<file path="src/rtl/lwc_pkg.sv">
// Purpose: Shared constants and types of the wake-up pattern correlator
// Assumes: 25 MHz system clock, slow clock generator made by an enable divider
// Notes:   Register byte offsets are word aligned on APB

package lwc_pkg;

	// System clock and clock generator rates
	localparam int CLK_HZ          = 25_000_000;
	localparam int CLKGEN_HZ_DEF   = 32768;
	localparam int TIMEOUT_STEP_MS = 50;
	localparam int MS_PER_S        = 1000;

	// APB register byte offsets
	localparam int          ADDR_W   = 8;
	localparam logic [7:0]  A_CTRL   = 8'h00;
	localparam logic [7:0]  A_TIMING = 8'h04;
	localparam logic [7:0]  A_PAT1   = 8'h08;
	localparam logic [7:0]  A_PAT2   = 8'h0c;
	localparam logic [7:0]  A_FWC    = 8'h10;
	localparam logic [7:0]  A_STAT   = 8'h14;

	// Control register fields
	localparam int CTRL_COR    = 0;
	localparam int CTRL_DBL    = 1;
	localparam int CTRL_MAN    = 2;
	localparam int CTRL_SYM    = 3;
	localparam int CTRL_ONOFF  = 4;
	localparam int CTRL_SCAN   = 5;
	localparam int CMD_END_BIT = 0;

	// Timing register fields
	localparam int TIM_HALF_LO = 0;
	localparam int TIM_HALF_HI = 4;
	localparam int TIM_TO_LO   = 5;
	localparam int TIM_TO_HI   = 7;

	// Reset values
	localparam logic [7:0] CTRL_RST   = 8'h00;
	localparam logic [7:0] TIMING_RST = 8'h0b;
	localparam logic [7:0] PAT_RST    = 8'h00;

	// Half-bit length: periods are code plus one, codes below 3 clamp
	localparam logic [4:0] HALF_MIN_CODE = 5'h03;
	localparam logic [5:0] HALF_OFFSET   = 6'h01;
	localparam logic [5:0] HALF_MIN      = 6'h04;

	// Protocol limits
	localparam logic [7:0] CARRIER_MAX  = 8'h9b;
	localparam int         PRE_HALVES   = 6;
	localparam logic [5:0] PREAMBLE     = 6'h2a;
	localparam logic [6:0] LIM_SYM16    = 7'h1e;
	localparam logic [6:0] LIM_SYM32    = 7'h2e;
	localparam logic [6:0] SEP_HALVES   = 7'h01;
	localparam logic [2:0] VIOL_TICKS   = 3'h4;
	localparam int         SR_W         = 70;

	// Correlator states
	typedef enum logic [5:0]
	{
		ST_LISTEN  = 6'h01,
		ST_SETTLE  = 6'h02,
		ST_CARRIER = 6'h04,
		ST_PATTERN = 6'h08,
		ST_DELAY   = 6'h10,
		ST_WAKE    = 6'h20
	} lwc_state_t;

endpackage

</file>
<file path="src/rtl/lwc_dec_if.sv">
// Purpose: Link between correlator core and Manchester decoder
// Assumes: All signals in the single clock domain
// Notes:   tick is the clock generator enable pulse

`timescale 1ns/10ps

interface lwc_dec_if;
	logic       tick;
	logic       slicer;
	logic       enable;
	logic [5:0] half_len;
	logic       data;
	logic       rclk;
	logic       viol;

	modport core
	(
		output tick, slicer, enable, half_len,
		input  data, rclk, viol
	);

	modport dec
	(
		input  tick, slicer, enable, half_len,
		output data, rclk, viol
	);
endinterface

</file>
<file path="src/rtl/lwc_manchester_dec.sv">
// Purpose: Manchester decoder with clock recovery and violation flag
// Assumes: Half-bit length given in clock generator ticks
// Notes:   Data changes only while the recovered clock is low

`timescale 1ns/10ps

module lwc_manchester_dec
(
	// Clock and reset
	input wire logic clock,
	input wire logic rst_b,
	// Core link
	lwc_dec_if.dec   lk
);
	import lwc_pkg::*;

	typedef struct packed {
		logic [5:0] ph;
		logic       prev_in;
		logic       first;
		logic       have_first;
		logic       locked;
		logic       data;
		logic       rclk;
		logic       clk_pend;
		logic [2:0] vcnt;
		logic       viol;
	} lwc_dec_t;

	lwc_dec_t r;
	lwc_dec_t n;

	// Half-bit phase tracking, pairing and violation pulse
	always_comb
	begin
		logic       edge_seen;
		logic       sample;
		logic       bad;
		logic [5:0] q;
		logic [2:0] vk;
		logic       vv;
		n         = r;
		bad       = 1'b0;
		vk        = 3'h0;
		vv        = 1'b0;
		q         = lk.half_len >> 2;
		edge_seen = lk.tick && (lk.slicer != r.prev_in);
		sample    = lk.tick && (r.ph == (lk.half_len >> 1));
		if (lk.tick)
		begin
			n.prev_in = lk.slicer;
			// Edges away from a half-bit boundary break the timing
			if (edge_seen)
			begin
				bad  = (r.ph > q) && (r.ph < lk.half_len - q);
				n.ph = '0;
			end
			else
				n.ph = (r.ph == lk.half_len - 6'h01) ? 6'h00 : r.ph + 6'h01;
			if (r.vcnt != 3'h0)
			begin
				n.vcnt = r.vcnt - 3'h1;
				n.viol = (r.vcnt != 3'h1);
			end
			// Clock rises one tick after data settled
			if (r.clk_pend && !sample)
			begin
				n.rclk     = 1'b1;
				n.clk_pend = 1'b0;
			end
		end
		if (sample)
		begin
			n.rclk = 1'b0;
			if (r.have_first && (r.first != lk.slicer))
			begin
				n.data       = r.first;
				n.clk_pend   = 1'b1;
				n.have_first = 1'b0;
				n.locked     = 1'b1;
			end
			else
			begin
				// Two equal halves: resync on the later one
				bad          = bad | r.have_first;
				n.first      = lk.slicer;
				n.have_first = 1'b1;
			end
		end
		// Countdown survives a disable so the flag never comes out short
		vk = n.vcnt;
		vv = n.viol;
		// Only a locked decoder reports; idle line and carrier carry no symbols
		if (bad)
		begin
			n.locked = 1'b0;
			if (r.locked)
			begin
				n.vcnt = VIOL_TICKS;
				n.viol = 1'b1;
			end
		end
		// Disabled decoder keeps data and clock low
		if (!lk.enable)
		begin
			n         = '0;
			n.prev_in = lk.slicer;
			n.vcnt    = vk;
			n.viol    = vv;
		end
	end

	// State register
	always_ff @(posedge clock)
	begin
		if (!rst_b)
			r <= '0;
		else
			r <= n;
	end

	// Outputs straight from state
	assign lk.data = r.data;
	assign lk.rclk = r.rclk;
	assign lk.viol = r.viol;

endmodule // lwc_manchester_dec

</file>
<file path="src/rtl/lwc_correlator.sv">
// Purpose: Wake-up protocol correlator with APB registers
// Assumes: Front-end inputs synchronous to clock; slow clock is an enable
// Notes:   One APB wait state on every access

`timescale 1ns/10ps

// Behaviour
// - Codes 17..31 give 18..32 periods per half-bit
// - Codes 3..16 give 4..17 periods
// - Symbol mode picks 16 or 32 half-bits
// - End-alert command leaves the wake state
// - Timeout code selects 50 ms steps, 0 off
// - Without correlator, wake on frequency detection once RSSI settled
// - With correlator, wake only after carrier, preamble, pattern
// - Double mode needs two identical pattern copies
// - Alert rises one half-bit after pattern
// - Overlong carrier or preamble counts false
// - Decoder drives data and recovered clock
// - Data stable at recovered clock rise
// - Violation flag high four clock generator periods
// - Failed pattern after detection bumps counter
// - Correlation after detection, bits and timing
module lwc_correlator
#(
	parameter int CLKGEN_HZ     = lwc_pkg::CLKGEN_HZ_DEF,
	parameter int TICK_DIV      = lwc_pkg::CLK_HZ / CLKGEN_HZ,
	parameter int TO_STEP_TICKS = CLKGEN_HZ * lwc_pkg::TIMEOUT_STEP_MS / lwc_pkg::MS_PER_S
)
(
	// Clock and reset
	input  wire logic                      clock,
	input  wire logic                      rst_b,
	// APB slave
	input  wire logic                      psel,
	input  wire logic                      penable,
	input  wire logic                      pwrite,
	input  wire logic [lwc_pkg::ADDR_W-1:0] paddr,
	input  wire logic [31:0]               pwdata,
	output logic      [31:0]               prdata,
	output logic                           pready,
	output logic                           pslverr,
	// Front end
	input  wire logic                      slicer_bit,
	input  wire logic                      freq_detect,
	input  wire logic                      rssi_settled,
	// Host side outputs
	output logic                           wake_alert,
	output logic                           decoded_bit_out,
	output logic                           recovered_bit_clock,
	output logic                           timing_violation_flag
);
	import lwc_pkg::*;

	typedef struct packed {
		lwc_state_t       st;
		logic [7:0]       ctrl;
		logic [7:0]       timing;
		logic [7:0]       pat1;
		logic [7:0]       pat2;
		logic [7:0]       fwc;
		logic [15:0]      div;
		logic             tick;
		logic             slc_prev;
		logic             fd_prev;
		logic [5:0]       ph;
		logic [SR_W-1:0]  sr;
		logic [6:0]       nh;
		logic [7:0]       carr;
		logic [6:0]       dly;
		logic [15:0]      to;
		logic             wake;
		logic [31:0]      prdata;
		logic             pready;
		logic             pslverr;
	} lwc_main_t;

	localparam logic [15:0] DIV_LAST = 16'(TICK_DIV - 1);
	localparam logic [15:0] TO_STEP  = 16'(TO_STEP_TICKS);

	lwc_main_t r;
	lwc_main_t n;
	lwc_dec_if dif ();

	// Half-bit length in clock generator periods
	function automatic logic [5:0] half_len_of(input logic [4:0] code);
		if (code < HALF_MIN_CODE)
			return HALF_MIN;
		return {1'b0, code} + HALF_OFFSET;
	endfunction

	// Expected half-bit stream of the stored pattern, newest bit lowest
	function automatic logic [63:0] pattern_body(input logic [15:0] p16,
		input logic sym, input logic dbl);
		logic [31:0] p32;
		p32 = '0;
		for (int i = 0; i < 16; i++)
			p32[2*i +: 2] = p16[i] ? 2'b10 : 2'b01;
		case ({sym, dbl})
			2'b00:   return {48'h0, p16};
			2'b01:   return {32'h0, p16, p16};
			2'b10:   return {32'h0, p32};
			2'b11:   return {p32, p32};
			default: return 64'h0;
		endcase
	endfunction

	// Next state of registers, correlator and bus
	always_comb
	begin
		logic [5:0]      half;
		logic [5:0]      q;
		logic [5:0]      mid;
		logic            edge_seen;
		logic            fail;
		logic            end_cmd;
		logic            unmapped;
		logic [6:0]      plen;
		logic [6:0]      lim;
		logic [6:0]      need;
		logic [63:0]     body;
		logic [SR_W-1:0] expv;
		logic [SR_W-1:0] mask;
		logic [SR_W-1:0] sr_new;
		logic [6:0]      nh_new;
		logic [15:0]     to_lim;
		n         = r;
		fail      = 1'b0;
		end_cmd   = 1'b0;
		to_lim    = 16'h0000;
		half      = half_len_of(r.timing[TIM_HALF_HI:TIM_HALF_LO]);
		q         = half >> 2;
		mid       = half >> 1;
		edge_seen = r.tick && (slicer_bit != r.slc_prev);
		sr_new    = {r.sr[SR_W-2:0], slicer_bit};
		nh_new    = r.nh + 7'h01;

		// Pattern size, window and half-bit limit
		plen = r.ctrl[CTRL_SYM] ? 7'h20 : 7'h10;
		need = (r.ctrl[CTRL_DBL] ? (plen << 1) : plen) + 7'(PRE_HALVES);
		lim  = ((r.ctrl[CTRL_SYM] ? LIM_SYM32 : LIM_SYM16) << 1) + SEP_HALVES
			+ (r.ctrl[CTRL_DBL] ? plen : 7'h00);
		body = pattern_body({r.pat1, r.pat2}, r.ctrl[CTRL_SYM], r.ctrl[CTRL_DBL]);
		expv = {6'h00, body} | (SR_W'(PREAMBLE) << (need - 7'(PRE_HALVES)));
		mask = (SR_W'(1) << need) - SR_W'(1);

		// Clock generator enable from the divider
		n.tick = 1'b0;
		if (r.div == DIV_LAST)
		begin
			n.div  = 16'h0000;
			n.tick = 1'b1;
		end
		else
			n.div = r.div + 16'h0001;

		// APB: answer in the second access cycle, write on completion
		unmapped = !(paddr inside {A_CTRL, A_TIMING, A_PAT1, A_PAT2, A_FWC, A_STAT});
		if (psel && penable && !r.pready)
		begin
			n.pready  = 1'b1;
			n.pslverr = unmapped;
			n.prdata  = 32'h0;
			if (!pwrite)
			begin
				case (paddr)
					A_CTRL:   n.prdata = {24'h0, r.ctrl};
					A_TIMING: n.prdata = {24'h0, r.timing};
					A_PAT1:   n.prdata = {24'h0, r.pat1};
					A_PAT2:   n.prdata = {24'h0, r.pat2};
					A_FWC:    n.prdata = {24'h0, r.fwc};
					A_STAT:   n.prdata = {25'h0, r.st, r.wake};
					default:  n.prdata = 32'h0;
				endcase
			end
		end
		else if (r.pready)
		begin
			n.pready  = 1'b0;
			n.pslverr = 1'b0;
			n.prdata  = 32'h0;
			if (psel && penable && pwrite && !unmapped)
			begin
				case (paddr)
					A_CTRL:   n.ctrl   = pwdata[7:0];
					A_TIMING: n.timing = pwdata[7:0];
					A_PAT1:   n.pat1   = pwdata[7:0];
					A_PAT2:   n.pat2   = pwdata[7:0];
					A_STAT:   end_cmd  = pwdata[CMD_END_BIT];
					default:  end_cmd  = 1'b0;
				endcase
			end
		end

		// Wake-up protocol sequencer
		if (r.tick)
			n.slc_prev = slicer_bit;
		n.fd_prev = freq_detect;
		case (r.st)
			ST_LISTEN:
			begin
				n.wake = 1'b0;
				// Correlation starts only on a fresh detection
				if (freq_detect && !r.fd_prev)
				begin
					n.carr = 8'h00;
					n.st   = r.ctrl[CTRL_COR] ? ST_CARRIER : ST_SETTLE;
				end
			end
			ST_SETTLE:
			begin
				if (!freq_detect)
					n.st = ST_LISTEN;
				else if (rssi_settled)
				begin
					n.st   = ST_WAKE;
					n.wake = 1'b1;
					n.to   = 16'h0000;
				end
			end
			ST_CARRIER:
			begin
				if (r.tick)
				begin
					if (slicer_bit)
					begin
						n.carr = r.carr + 8'h01;
						fail   = (r.carr >= CARRIER_MAX);
					end
					else
					begin
						// Carrier end starts the separation half-bit
						n.st = ST_PATTERN;
						n.ph = 6'h00;
						n.nh = 7'h00;
						n.sr = '0;
					end
				end
			end
			ST_PATTERN:
			begin
				if (r.tick)
				begin
					if (edge_seen)
					begin
						fail = (r.ph > q) && (r.ph < half - q);
						n.ph = 6'h00;
					end
					else
						n.ph = (r.ph == half - 6'h01) ? 6'h00 : r.ph + 6'h01;
					// Mid-half-bit sample into the correlation window
					if (r.ph == mid)
					begin
						n.sr = sr_new;
						n.nh = nh_new;
						if ((nh_new >= need) && (((sr_new ^ expv) & mask) == '0))
						begin
							n.st  = ST_DELAY;
							n.dly = 7'h00;
						end
						else if (nh_new > lim)
							fail = 1'b1;
					end
				end
			end
			ST_DELAY:
			begin
				// Rest of the last half-bit, then one more half-bit
				// The sample tick is the last-but-rest tick, hence the minus one
				if (r.tick)
				begin
					n.dly = r.dly + 7'h01;
					if (n.dly >= {1'b0, half} + {1'b0, half - mid} - 7'h01)
					begin
						n.st   = ST_WAKE;
						n.wake = 1'b1;
						n.to   = 16'h0000;
					end
				end
			end
			ST_WAKE:
			begin
				to_lim = 16'(r.timing[TIM_TO_HI:TIM_TO_LO]) * TO_STEP;
				if (end_cmd)
				begin
					n.st   = ST_LISTEN;
					n.wake = 1'b0;
				end
				else if (r.tick && (to_lim != 16'h0000))
				begin
					n.to = r.to + 16'h0001;
					if (n.to >= to_lim)
					begin
						n.st   = ST_LISTEN;
						n.wake = 1'b0;
					end
				end
			end
			default:
			begin
				n.st   = ST_LISTEN;
				n.wake = 1'b0;
			end
		endcase

		// A failed attempt returns to listening and is counted
		if (fail)
		begin
			n.st  = ST_LISTEN;
			n.fwc = r.fwc + 8'h01;
		end
	end

	// State register, synchronous reset
	always_ff @(posedge clock)
	begin
		if (!rst_b)
		begin
			r        <= '0;
			r.st     <= ST_LISTEN;
			r.ctrl   <= CTRL_RST;
			r.timing <= TIMING_RST;
			r.pat1   <= PAT_RST;
			r.pat2   <= PAT_RST;
			r.fwc    <= 8'h00;
		end
		else
			r <= n;
	end

	// Decoder link; it shares the half-bit setting and slow tick
	assign dif.tick     = r.tick;
	assign dif.slicer   = slicer_bit;
	assign dif.enable   = r.ctrl[CTRL_MAN];
	assign dif.half_len = half_len_of(r.timing[TIM_HALF_HI:TIM_HALF_LO]);

	lwc_manchester_dec u_dec
	(
		.clock (clock),
		.rst_b (rst_b),
		.lk    (dif)
	);

	// Outputs, all registered
	assign prdata                = r.prdata;
	assign pready                = r.pready;
	assign pslverr               = r.pslverr;
	assign wake_alert            = r.wake;
	assign decoded_bit_out       = dif.data;
	assign recovered_bit_clock   = dif.rclk;
	assign timing_violation_flag = dif.viol;

endmodule // lwc_correlator

</file>
<file path="config.mk">
export PLATFORM = sky130hd
export DESIGN_NAME = lwc_correlator
export DESIGN_NICKNAME = d
export VERILOG_FILES = /design/src/rtl/lwc_pkg.sv /design/src/rtl/lwc_dec_if.sv /design/src/rtl/lwc_manchester_dec.sv /design/src/rtl/lwc_correlator.sv
export SDC_FILE = /design/constraint.sdc
export NUM_CORES = 1
export LEC_CHECK = 0
export BUFFER_PORTS_ARGS = -buffer_cell sky130_fd_sc_hd__clkbuf_2
export CAP_MARGIN = 30
export CORE_UTILIZATION = 56
export CTS_CLUSTER_DIAMETER = 120
export DETAILED_ROUTE_END_ITERATION = 10
export PLACE_DENSITY = 0.86
export SLEW_MARGIN = 10
export SYNTH_ARGS = -nofsm -noshare
export SYNTH_HDL_FRONTEND = slang
export SYNTH_HIERARCHICAL = 1
export SYNTH_SLANG_ARGS = --single-unit
export TNS_END_PERCENT = 1
</file>
<file path="constraint.sdc">
create_clock -name clock -period 4.7 [get_ports clock]
set_input_delay 0.94 -clock clock [delete_from_list [all_inputs] [get_ports clock]]
set_output_delay 0.94 -clock clock [all_outputs]
set_load 0.01 [all_outputs]
</file>
==> results of run 1 <==
==> timing repair <==
item	in CTS	in global routing
endpoints found under the setup margin	17	23
resized for setup	2	8
pin swaps	3	3
hold buffers	0	0
==> metrics by stage <==
step,setup TNS [ns],cells
final,-0.7838,2048
after global placement,-0.1734,2006
after global routing,-5.285,2048
after CTS,-0.9128,2048
after detailed placement,-0.8639,2006
after floorplan,0,1749
==> flip-flops by register name, summed over array words and instances, names as in the netlist <==
register       count
u_dec/lk.viol      1
prdata             8
pready             1
pslverr            1
dif.tick           1
wake_alert         1
u_dec/lk.rclk      1
u_dec/r           14
r                176
u_dec/lk.data      1
dif.enable         1
==> cells by family (layout without fill, tap and decap cells) <==
logic type	Yosys count	count (layout)	synth area share [%]
AND/OR/NAND/NOR	625	625	22.87
AO/OA/AOI/OAI	408	408	18.90
flip-flops	206	206	29.98
buffers and inverters	206	186	6.694
XOR/XNOR	127	127	8.140
adder cells (fa/ha/maj)	110	110	10.22
multiplexers	43	43	3.165
other	1	24	0.02726
==> area by class of cell <==
| cell class | count | area share, % |
|---|---|---|
| clock inverter | 15 | 1.260 |
| timing repair buffer | 78 | 3.454 |
| inverter | 66 | 1.694 |
| multi-input combinational | 1337 | 59.36 |
| sequential | 206 | 27.50 |
| tap | 319 | 2.661 |
| clock buffer | 27 | 4.071 |
==> layer usage <==
metal | up-vias | wire length, um | global-route usage, %
met2 | 490 | 15630 | 42.62
met1 | 5813 | 14410 | 33.02
met4 | 0 | 1073 | 10.28
met3 | 95 | 2267 | 3.448
met5 | - | 0 | 0
li1 | 6010 | - | -
==> how the worst min path moves through the flow <==
stage                             start             endpoint  cells past startpoint
floorplan           r[207]$_SDFFE_PN0P_  r[207]$_SDFFE_PN0P_                      2
global placement    r[205]$_SDFFE_PN0P_  r[205]$_SDFFE_PN0P_                      2
detailed placement  r[205]$_SDFFE_PN0P_  r[205]$_SDFFE_PN0P_                      2
CTS                 r[205]$_SDFFE_PN0P_  r[205]$_SDFFE_PN0P_                      2
global route        r[205]$_SDFFE_PN0P_  r[205]$_SDFFE_PN0P_                      2
finish              r[206]$_SDFFE_PN0P_  r[206]$_SDFFE_PN0P_                      2
==> placed cells by master (no fill, tap or decap), drive strengths merged, types with 25 or more instances in the layout <==
cell type	Yosys	routed
nand2b	25	25
mux2i	39	39
nor2	218	218
ha	106	106
a21oi	161	161
nand2	105	105
and3	85	85
clkbuf	90	64
inv	65	68
buf	50	41
nand3	59	59
xnor2	67	67
xor2	60	60
o21ai	68	68
dfxtp	206	206
==> critical path: cells and delay by family (launching register included) <==
family,cells,cell delay (ns)
XOR/XNOR,2,0.23
flip-flops,1,0.32
adder cells (fa/ha/maj),6,1.70
buffers and inverters,3,0.19
AO/OA/AOI/OAI,8,1.21
AND/OR/NAND/NOR,3,1.13
==> report_power, final <==
part | internal (uW) | switching [uW]
sequential | 1750 | 14.0
clock | 1160 | 767
combinational | 55.9 | 113
total | 2970 | 894
==> reports/qor.txt, run 1 <==
Critical Path Source - r[192]$_SDFFE_PN1P_
Filler cells - 1,948
worst hold slack - 0.4597 ns
Inserted Diodes - 0
worst slew pin tran - 0.7894 ns
Die Y - 158.7 um
HP Class - reg -> reg
multi-input logic area - 8902 um^2
Post-Syn Area - 13,760 um^2
Clock Tree Root - clkbuf_16
CTS tree - yes
FF-to-FF Start - r[192]$_SDFFE_PN1P_
antenna-violating nets left - 0
Avg Inst Size Synth - 7.970 um^2
slowest cell delay on critical path - 0.47 ns
final instance area - 15,000 um^2
input/output buffers - 37
num ports - 86
worst reg2reg path depth - 22
Max FO, Critical Path - 5
Total GRT Usage - 25.52%
# Post-CTS Setup Buffers - 0
dpl hpwl - 23.03 mm
most area-hungry cell type in the Yosys netlist - dfxtp_1
die extent in x - 158.7 um
CORE AREA - 23,750 um^2
failing checks - negative setup slack
initial core utilization - 57.92%
GPL Wtd Cong - 0.8682
FF/Latch Area - 4125 um^2
Clock Skew - 0.007651 ns
minimum clock period - 4.832 ns
PD cells - 257.4 nW/um^2
Seq/Total Area, Yosys - 29.98%
area grow syn2layout - 9.022%
Final Slew Violations - 0
CP endpoint - r[50]$_SDFFE_PN0P_
clk buf depth - 3
H-Tree Depth - 1
Post-Synthesis Cells - 1,726
WL/cell - 16.30 um
Synth top cells by count - 216 x nor2_1, 206 x dfxtp_1, 161 x a21oi_1
total CTS buffers - 23
DR vias - 12.41k
Synth async-reset ratio - 0%
CP Capture Type - flop
critical path data required time - 5.16 ns
clock-pin transition on the worst setup and hold timing paths - 0.07 ns
worst-path cell chain - ha_1 > a21bo_4 > clkinvlp_4 > ha_4 > inv_1 > fa_2 > xnor2_1 > ha_1 > inv_1 > ha_1 > a21o_1 > a21o_1 > a21o_1 > a21oi_2 > xor2_1 > ha_1 > a211o_1 > a31oi_2 > or4_4 > or2_4 > or3_1 > a21oi_2
final worst slack - -0.1323 ns
Yosys cell types - 81
Setup Crit Path Kind - reg -> reg
Worst VDD drop - 0.2596 mV
Synth Flop Type - dfxtp_1
GR Overflow Total - 0
Initial DRC Count - 1,063
achievable frequency - 0.2069 GHz
top cell type's share of synthesized area - 29.98%
crit start category - flop
initial antenna violation count - 0
Ys Warns - 6
Die Area - 25,200 um^2
RR Endpoint - r[50]$_SDFFE_PN0P_
CP arrival - 5.29 ns
placed cell area - 14,160 um^2
Worst-Skew Late Latency - 0.53 ns
final wirelength - 33.38 mm
ratio of cells with drive above 1 in the final layout - 9.717%
FF+latch count, synth - 206
unrepaired setup endpoints after global routing - yes
FF-to-FF setup slack - -0.13 ns
DRC violations left - 0
status - complete, but fails checks
Clock Sinks - 206
final number of setup-violating endpoints - 13
Post-synth EDFFs - 0
Final Hold Fails - 0
total power - 3860 uW
Avg Vias per Cell - 6.059
main area contributors after synthesis - dfxtp_1 30%, ha_1 9.6%, nor2_1 5.9%
first-pass GRT wire length - 54.87 mm
Final Util - 63.14%
Setup WS pre-CTS - -0.1455 ns
relative slew slack - 47.30%
first drt pass iteration count - 6
highest-delay cell along the critical path - or4_4
nets - 1,870
Pleak - 0.006242 uW
Final period util - 102.8%
vias in the first global route - 11.49k
row count - 56
Crit path top cell by count - ha_1
largest net degree at the start of global routing - 80
Max Cap Viol - 0
most frequent cell after synthesis - nor2_1
No activity file was read; power rests on OpenSTA's default activity.
==> run 2, diff against run 1 <==
- CELL_PAD_IN_SITES_DETAIL_PLACEMENT: unset -> 0
- CELL_PAD_IN_SITES_GLOBAL_PLACEMENT: unset -> 1
- CORE_UTILIZATION: 56 -> 42
- clock period: 4.7 -> 4.2 ns (I/O delays scaled with it)
==> reports/qor.txt, run 2 (synthesis gave the netlist of run 1 again) <==
Clock Sinks - 206 (unchanged)
hold buffers post-CTS - 0 (unchanged)
critical path data required time - 4.70 ns (was 5.16 ns)
first-pass GRT wire length - 57.43 mm (was 54.87 mm)
Pleak - 0.006419 uW (was 0.006242 uW)
Clock Skew - 0.03791 ns (was 0.007651 ns)
nets - 1,893 (was 1,870)
Inserted Diodes - 0 (unchanged)
# Post-CTS Setup Buffers - 0 (unchanged)
WL/cell - 16.01 um (was 16.30 um)
failing checks - negative setup slack (unchanged)
Non-Filler Instances - 2,189 (was 2,048)
RR Endpoint - r[44]$_SDFFE_PN0P_ (was r[50]$_SDFFE_PN0P_)
Avg Vias per Cell - 5.582 (was 6.059)
achievable frequency - 0.2103 GHz (was 0.2069 GHz)
clk buf depth - 3 (unchanged)
CP Capture Type - flop (unchanged)
final number of setup-violating endpoints - 23 (was 13)
final worst slack - -0.5556 ns (was -0.1323 ns)
PD cells - 298.6 nW/um^2 (was 257.4 nW/um^2)
crit start category - flop (unchanged)
Worst VDD drop - 0.3022 mV (was 0.2596 mV)
Filler cells - 3,159 (was 1,948)
clock-pin transition on the worst setup and hold timing paths - 0.06 ns (was 0.07 ns)
FF-to-FF setup slack - -0.56 ns (was -0.13 ns)
Critical Path Source - r[193]$_SDFFE_PN1P_ (was r[192]$_SDFFE_PN1P_)
Worst-Skew Late Latency - 0.56 ns (was 0.53 ns)
relative slew slack - 46.59% (was 47.30%)
CTS tree - yes (unchanged)
CP arrival - 5.25 ns (was 5.29 ns)
worst-path cell chain - ha_4 > a21bo_4 > clkinvlp_4 > ha_4 > inv_2 > fa_2 > xnor2_1 > ha_1 > inv_2 > ha_4 > a21o_1 > a21o_1 > a21o_1 > a21oi_2 > xor2_1 > ha_1 > a211o_1 > a31oi_2 > or4_4 > or2_4 > or3_4 > a21oi_2 (was ha_1 > a21bo_4 > clkinvlp_4 > ha_4 > inv_1 > fa_2 > xnor2_1 > ha_1 > inv_1 > ha_1 > a21o_1 > a21o_1 > a21o_1 > a21oi_2 > xor2_1 > ha_1 > a211o_1 > a31oi_2 > or4_4 > or2_4 > or3_1 > a21oi_2)
initial antenna violation count - 0 (unchanged)
Buf/Inv on CP - 3 (unchanged)
slowest cell delay on critical path - 0.46 ns (was 0.47 ns)
total CTS buffers - 26 (was 23)
minimum clock period - 4.756 ns (was 4.832 ns)
Die Y - 183.0 um (was 158.7 um)
Total GRT Usage - 20.60% (was 25.52%)
ratio of cells with drive above 1 in the final layout - 11.46% (was 9.717%)
initial core utilization - 43.15% (was 57.92%)
die extent in x - 183.0 um (was 158.7 um)
unrepaired setup endpoints after global routing - yes (unchanged)
Sum Neg Setup Slack - -10.24 ns (was -0.7838 ns)
Biggest register - r (unchanged)
row count - 65 (was 56)
Clock Tree Root - clkbuf_16 (unchanged)
Final Hold Fails - 0 (unchanged)
crit-path leading delay family - adder cells (unchanged)
Final period util - 113.2% (was 102.8%)
antenna-violating nets left - 0 (unchanged)
worst slew pin tran - 0.7994 ns (was 0.7894 ns)
status - complete, but fails checks (unchanged)
first drt pass iteration count - 5 (was 6)
commonest non-fill, non-tap cell in the layout - nor2_1 (unchanged)
final wirelength - 35.05 mm (was 33.38 mm)
highest-delay cell along the critical path - or4_4 (unchanged)
placed cells - 2,142 (was 2,006)
FF-to-FF Start - r[193]$_SDFFE_PN1P_ (was r[192]$_SDFFE_PN1P_)
Die Area - 33,480 um^2 (was 25,200 um^2)
critical path depth - 22 (unchanged)
CORE AREA - 31,880 um^2 (was 23,750 um^2)
largest net degree at the start of global routing - 77 (was 80)
HP Class - reg -> reg (unchanged)
commonest non-fill, non-tap cells in the layout - 214 x nor2_1, 205 x dfxtp_1, 153 x a21oi_1 (was 215 x nor2_1, 205 x dfxtp_1, 155 x a21oi_1)
Max Cap Viol - 0 (unchanged)
CP endpoint - r[44]$_SDFFE_PN0P_ (was r[50]$_SDFFE_PN0P_)
worst hold slack - 0.4573 ns (was 0.4597 ns)
max reg flops - 176 (unchanged)
Final Slew Violations - 0 (unchanged)
GPL Wtd Cong - 0.8432 (was 0.8682)
area grow syn2layout - 12.59% (was 9.022%)
DR vias - 12.22k (was 12.41k)
Max FO, Critical Path - 5 (unchanged)
Setup Crit Path Kind - reg -> reg (unchanged)
worst reg2reg path depth - 22 (unchanged)
input/output buffers - 37 (unchanged)
DRC violations left - 0 (unchanged)
H-Tree Depth - 1 (unchanged)
dpl hpwl - 24.41 mm (was 23.03 mm)
num ports - 86 (unchanged)
vias in the first global route - 11.44k (was 11.49k)
Initial DRC Count - 759 (was 1,063)
GR Overflow Total - 0 (unchanged)
==> run 2: cell types whose count changed in the layout (fill, tap and decap cells not counted), sizes merged <==
cell,delta
buf,+20
clkbuf,+12
clkinv,-4
inv,-2
clkinvlp,-1
==> run 2: routing by layer <==
metal	track usage [%]	part of all wire, %
met5	0	0
met4	7.133	2.9
met3	2.621	4.4
met2	33.78	46
met1	27.76	47
==> run 2: repair_timing <==
action / CTS / global route
endpoints found under the setup margin: 23 / 26
pin swaps: 0 / 1
gates cloned: 0 / 0
resized for setup: 3 / 9
==> run 2: power by group <==
group          total, uW  switching [uW]  leakage [uW]  internal (uW)
Sequential          1980            16.9       0.00166           1960
Combinational        188             127       0.00429           61.6
Clock               2460             910      0.000470           1550
Total               4620            1050       0.00642           3570
==> run 2: how the worst min path moves through the flow <==
stage / from / endpoint / slack, ns / depth (start not counted)
floorplan: r[207]$_SDFFE_PN0P_ / r[207]$_SDFFE_PN0P_ / 0.44 / 2
global placement: r[205]$_SDFFE_PN0P_ / r[205]$_SDFFE_PN0P_ / 0.44 / 2
detailed placement: r[207]$_SDFFE_PN0P_ / r[207]$_SDFFE_PN0P_ / 0.45 / 2
CTS: r[207]$_SDFFE_PN0P_ / r[207]$_SDFFE_PN0P_ / 0.45 / 2
global route: r[206]$_SDFFE_PN0P_ / r[206]$_SDFFE_PN0P_ / 0.47 / 2
finish: r[207]$_SDFFE_PN0P_ / r[207]$_SDFFE_PN0P_ / 0.46 / 2
==> run 2: per-stage QoR <==
stage | setup slack, ns | instance area (um^2) | power, uW | util [%]
6_report | -0.5556 | 15490 | 4624 | 48.58
5_1_grt | -0.7468 | 15490 | 4756 | 48.58
4_1_cts | -0.5374 | 15450 | 4658 | 48.45
3_5_place_dp | -0.5758 | 14480 | 2208 | 45.41
3_3_place_gp | -0.4714 | 14480 | 2205 | 45.41
2_1_floorplan | -0.4038 | 13930 | 2162 | -
==> run 2: area by class of cell <==
cell class	count	area (um^2)	area share, %
inverters	66	254.0	1.640
flip-flops and latches	206	4128	26.65
repair buffers	98	655.6	4.233
multi-input cells	1337	8949	57.78
clock buffers	39	789.5	5.097
clock inverters	8	168.9	1.091
well taps	435	544.3	3.514
==> run 2: tightest hold or removal path, cell delays in order, from the launching register on <==
cell and delay [ns]:
dfxtp_1 0.31, nand2_1 0.05, a21oi_1 0.05
==> run 3, diff against run 2 <==
- CORE_UTILIZATION: 42 -> 40
- PLACE_DENSITY: 0.86 -> 0.83
==> reports/qor.txt, run 3 (synthesis gave the netlist of run 1 again) <==
worst-path cell chain - ha_4 > a21bo_4 > clkinvlp_4 > ha_4 > inv_2 > fa_2 > xnor2_1 > ha_1 > inv_2 > ha_4 > a21o_1 > a21o_1 > a21o_1 > a21oi_2 > xor2_1 > ha_1 > a211o_1 > a31oi_2 > or4_4 > or2_4 > or3_1 > a21oi_2 (was ha_4 > a21bo_4 > clkinvlp_4 > ha_4 > inv_2 > fa_2 > xnor2_1 > ha_1 > inv_2 > ha_4 > a21o_1 > a21o_1 > a21o_1 > a21oi_2 > xor2_1 > ha_1 > a211o_1 > a31oi_2 > or4_4 > or2_4 > or3_4 > a21oi_2)
final number of setup-violating endpoints - 23 (unchanged)
clock-pin transition on the worst setup and hold timing paths - 0.06 ns (about the same)
max reg flops - 176 (unchanged)
crit-path leading delay family - adder cells (unchanged)
nets - 1,883 (was 1,893)
Max Cap Viol - 0 (unchanged)
Clock Tree Root - clkbuf_16 (unchanged)
hold buffers post-CTS - 0 (unchanged)
final wirelength - 34.70 mm (was 35.05 mm)
DR vias - 11.92k (was 12.22k)
PD cells - 280.1 nW/um^2 (was 298.6 nW/um^2)
final instance area - 15,310 um^2 (was 15,490 um^2)
commonest non-fill, non-tap cell in the layout - nor2_1 (unchanged)
placed cell area - 14,430 um^2 (was 14,480 um^2)
Buf/Inv on CP - 3 (unchanged)
Final period util - 111.9% (was 113.2%)
GPL Wtd Cong - 0.8314 (was 0.8432)
total CTS buffers - 25 (was 26)
H-Tree Depth - 1 (unchanged)
commonest non-fill, non-tap cells in the layout - 215 x nor2_1, 204 x dfxtp_1, 153 x a21oi_1 (was 214 x nor2_1, 205 x dfxtp_1, 153 x a21oi_1)
Setup Crit Path Kind - reg -> reg (unchanged)
Die Area - 35,140 um^2 (was 33,480 um^2)
minimum clock period - 4.698 ns (was 4.756 ns)
final worst slack - -0.4981 ns (was -0.5556 ns)
worst slew pin tran - 0.8433 ns (was 0.7994 ns)
row count - 67 (was 65)
Initial DRC Count - 831 (was 759)
die extent in x - 187.5 um (was 183.0 um)
dpl hpwl - 24.20 mm (was 24.41 mm)
Final Hold Fails - 0 (unchanged)
clk buf depth - 3 (unchanged)
DRC violations left - 0 (unchanged)
initial core utilization - 40.82% (was 43.15%)
failing checks - negative setup slack (unchanged)
achievable frequency - 0.2129 GHz (was 0.2103 GHz)
num ports - 86 (unchanged)
crit start category - flop (unchanged)
critical path data required time - 4.69 ns (was 4.70 ns)
initial antenna violation count - 0 (unchanged)
Clock Sinks - 206 (unchanged)
antenna-violating nets left - 0 (unchanged)
CP arrival - 5.18 ns (was 5.25 ns)
slowest cell delay on critical path - 0.47 ns (was 0.46 ns)
input/output buffers - 37 (unchanged)
Worst-Skew Late Latency - 0.55 ns (was 0.56 ns)
highest-delay cell along the critical path - or4_4 (unchanged)
Final Slew Violations - 0 (unchanged)
Total GRT Usage - 19.23% (was 20.60%)
Pleak - 0.006300 uW (was 0.006419 uW)
vias in the first global route - 10.92k (was 11.44k)
ratio of cells with drive above 1 in the final layout - 10.84% (was 11.46%)
CP Capture Type - flop (unchanged)
HP Class - reg -> reg (unchanged)
largest net degree at the start of global routing - 80 (was 77)
Clock Skew - 0.03821 ns (was 0.03791 ns)
area grow syn2layout - 11.31% (was 12.59%)
Setup WS pre-CTS - -0.5528 ns (was -0.5758 ns)
WL/cell - 15.84 um (was 16.01 um)
Die Y - 187.5 um (was 183.0 um)
first drt pass iteration count - 5 (unchanged)
CTS tree - yes (unchanged)
unrepaired setup endpoints after global routing - yes (unchanged)
Max FO, Critical Path - 5 (unchanged)
Inserted Diodes - 0 (unchanged)
Biggest register - r (unchanged)
CORE AREA - 33,700 um^2 (was 31,880 um^2)
first-pass GRT wire length - 56.56 mm (was 57.43 mm)
Avg Vias per Cell - 5.440 (was 5.582)
status - complete, but fails checks (unchanged)
Worst VDD drop - 0.2747 mV (was 0.3022 mV)
GR Overflow Total - 0 (unchanged)
relative slew slack - 42.33% (was 46.59%)
[run 3: metal layers]
| layer | wire [um] | track usage, % |
|---|---|---|
| met5 | 0 | 0 |
| met4 | 681 | 4.472 |
| met3 | 1469 | 2.083 |
| met2 | 15850 | 31.58 |
| met1 | 16700 | 26.91 |
[run 3: what timing repair did]
| action | in CTS | in global routing |
|---|---|---|
| buffers inserted | 0 | 0 |
| gates resized for setup | 2 | 11 |
| pin swaps | 0 | 1 |
| endpoints found under the setup margin | 23 | 25 |
[run 3: worst paths after layout]
path	slack [ns]	cells past startpoint	from	end
worst min register to register	0.46	2	r[207]$_SDFFE_PN0P_	r[207]$_SDFFE_PN0P_
worst max register to register	-0.50	22	r[193]$_SDFFE_PN1P_	r[44]$_SDFFE_PN0P_
worst max-delay path	-0.50	22	r[193]$_SDFFE_PN1P_	r[44]$_SDFFE_PN0P_
worst min-delay path	0.46	2	r[207]$_SDFFE_PN0P_	r[207]$_SDFFE_PN0P_
[run 3: per-stage QoR]
stage          hold slack (ns)  std cells  TNS [ns]  util [%]  power [uW]
6_report                0.4571       2191    -8.666     45.44        4289
5_1_grt                 0.4817       2191    -15.57     45.44        4438
4_1_cts                 0.4603       2190    -9.414     45.24        4336
3_5_place_dp            0.4516       2145    -10.23     42.82        2204
3_3_place_gp            0.4423       2145    -9.489     42.82        2203
2_1_floorplan           0.4357       1749    -7.105         -        2162
[run 3: layout make-up]
cell class	count	area (um^2)
Clock buffer	35	713.2
Clock inverter	10	97.59
Fill cell	3396	18390
Inverter	66	254.0
Multi-Input combinational cell	1337	8957
Sequential cell	206	4129
Tap cell	448	560.5
Timing Repair Buffer	89	600.6
[run 3: worst min-delay path, stage by stage (launching register included)]
cell,delay [ns]
dfxtp_1,0.31
nand2_1,0.05
a21oi_1,0.05
[run 3: power breakdown]
part / switching [uW] / internal [uW]
Sequential: 16.8 / 1960
Clock: 875 / 1250
Combinational: 124 / 60.0
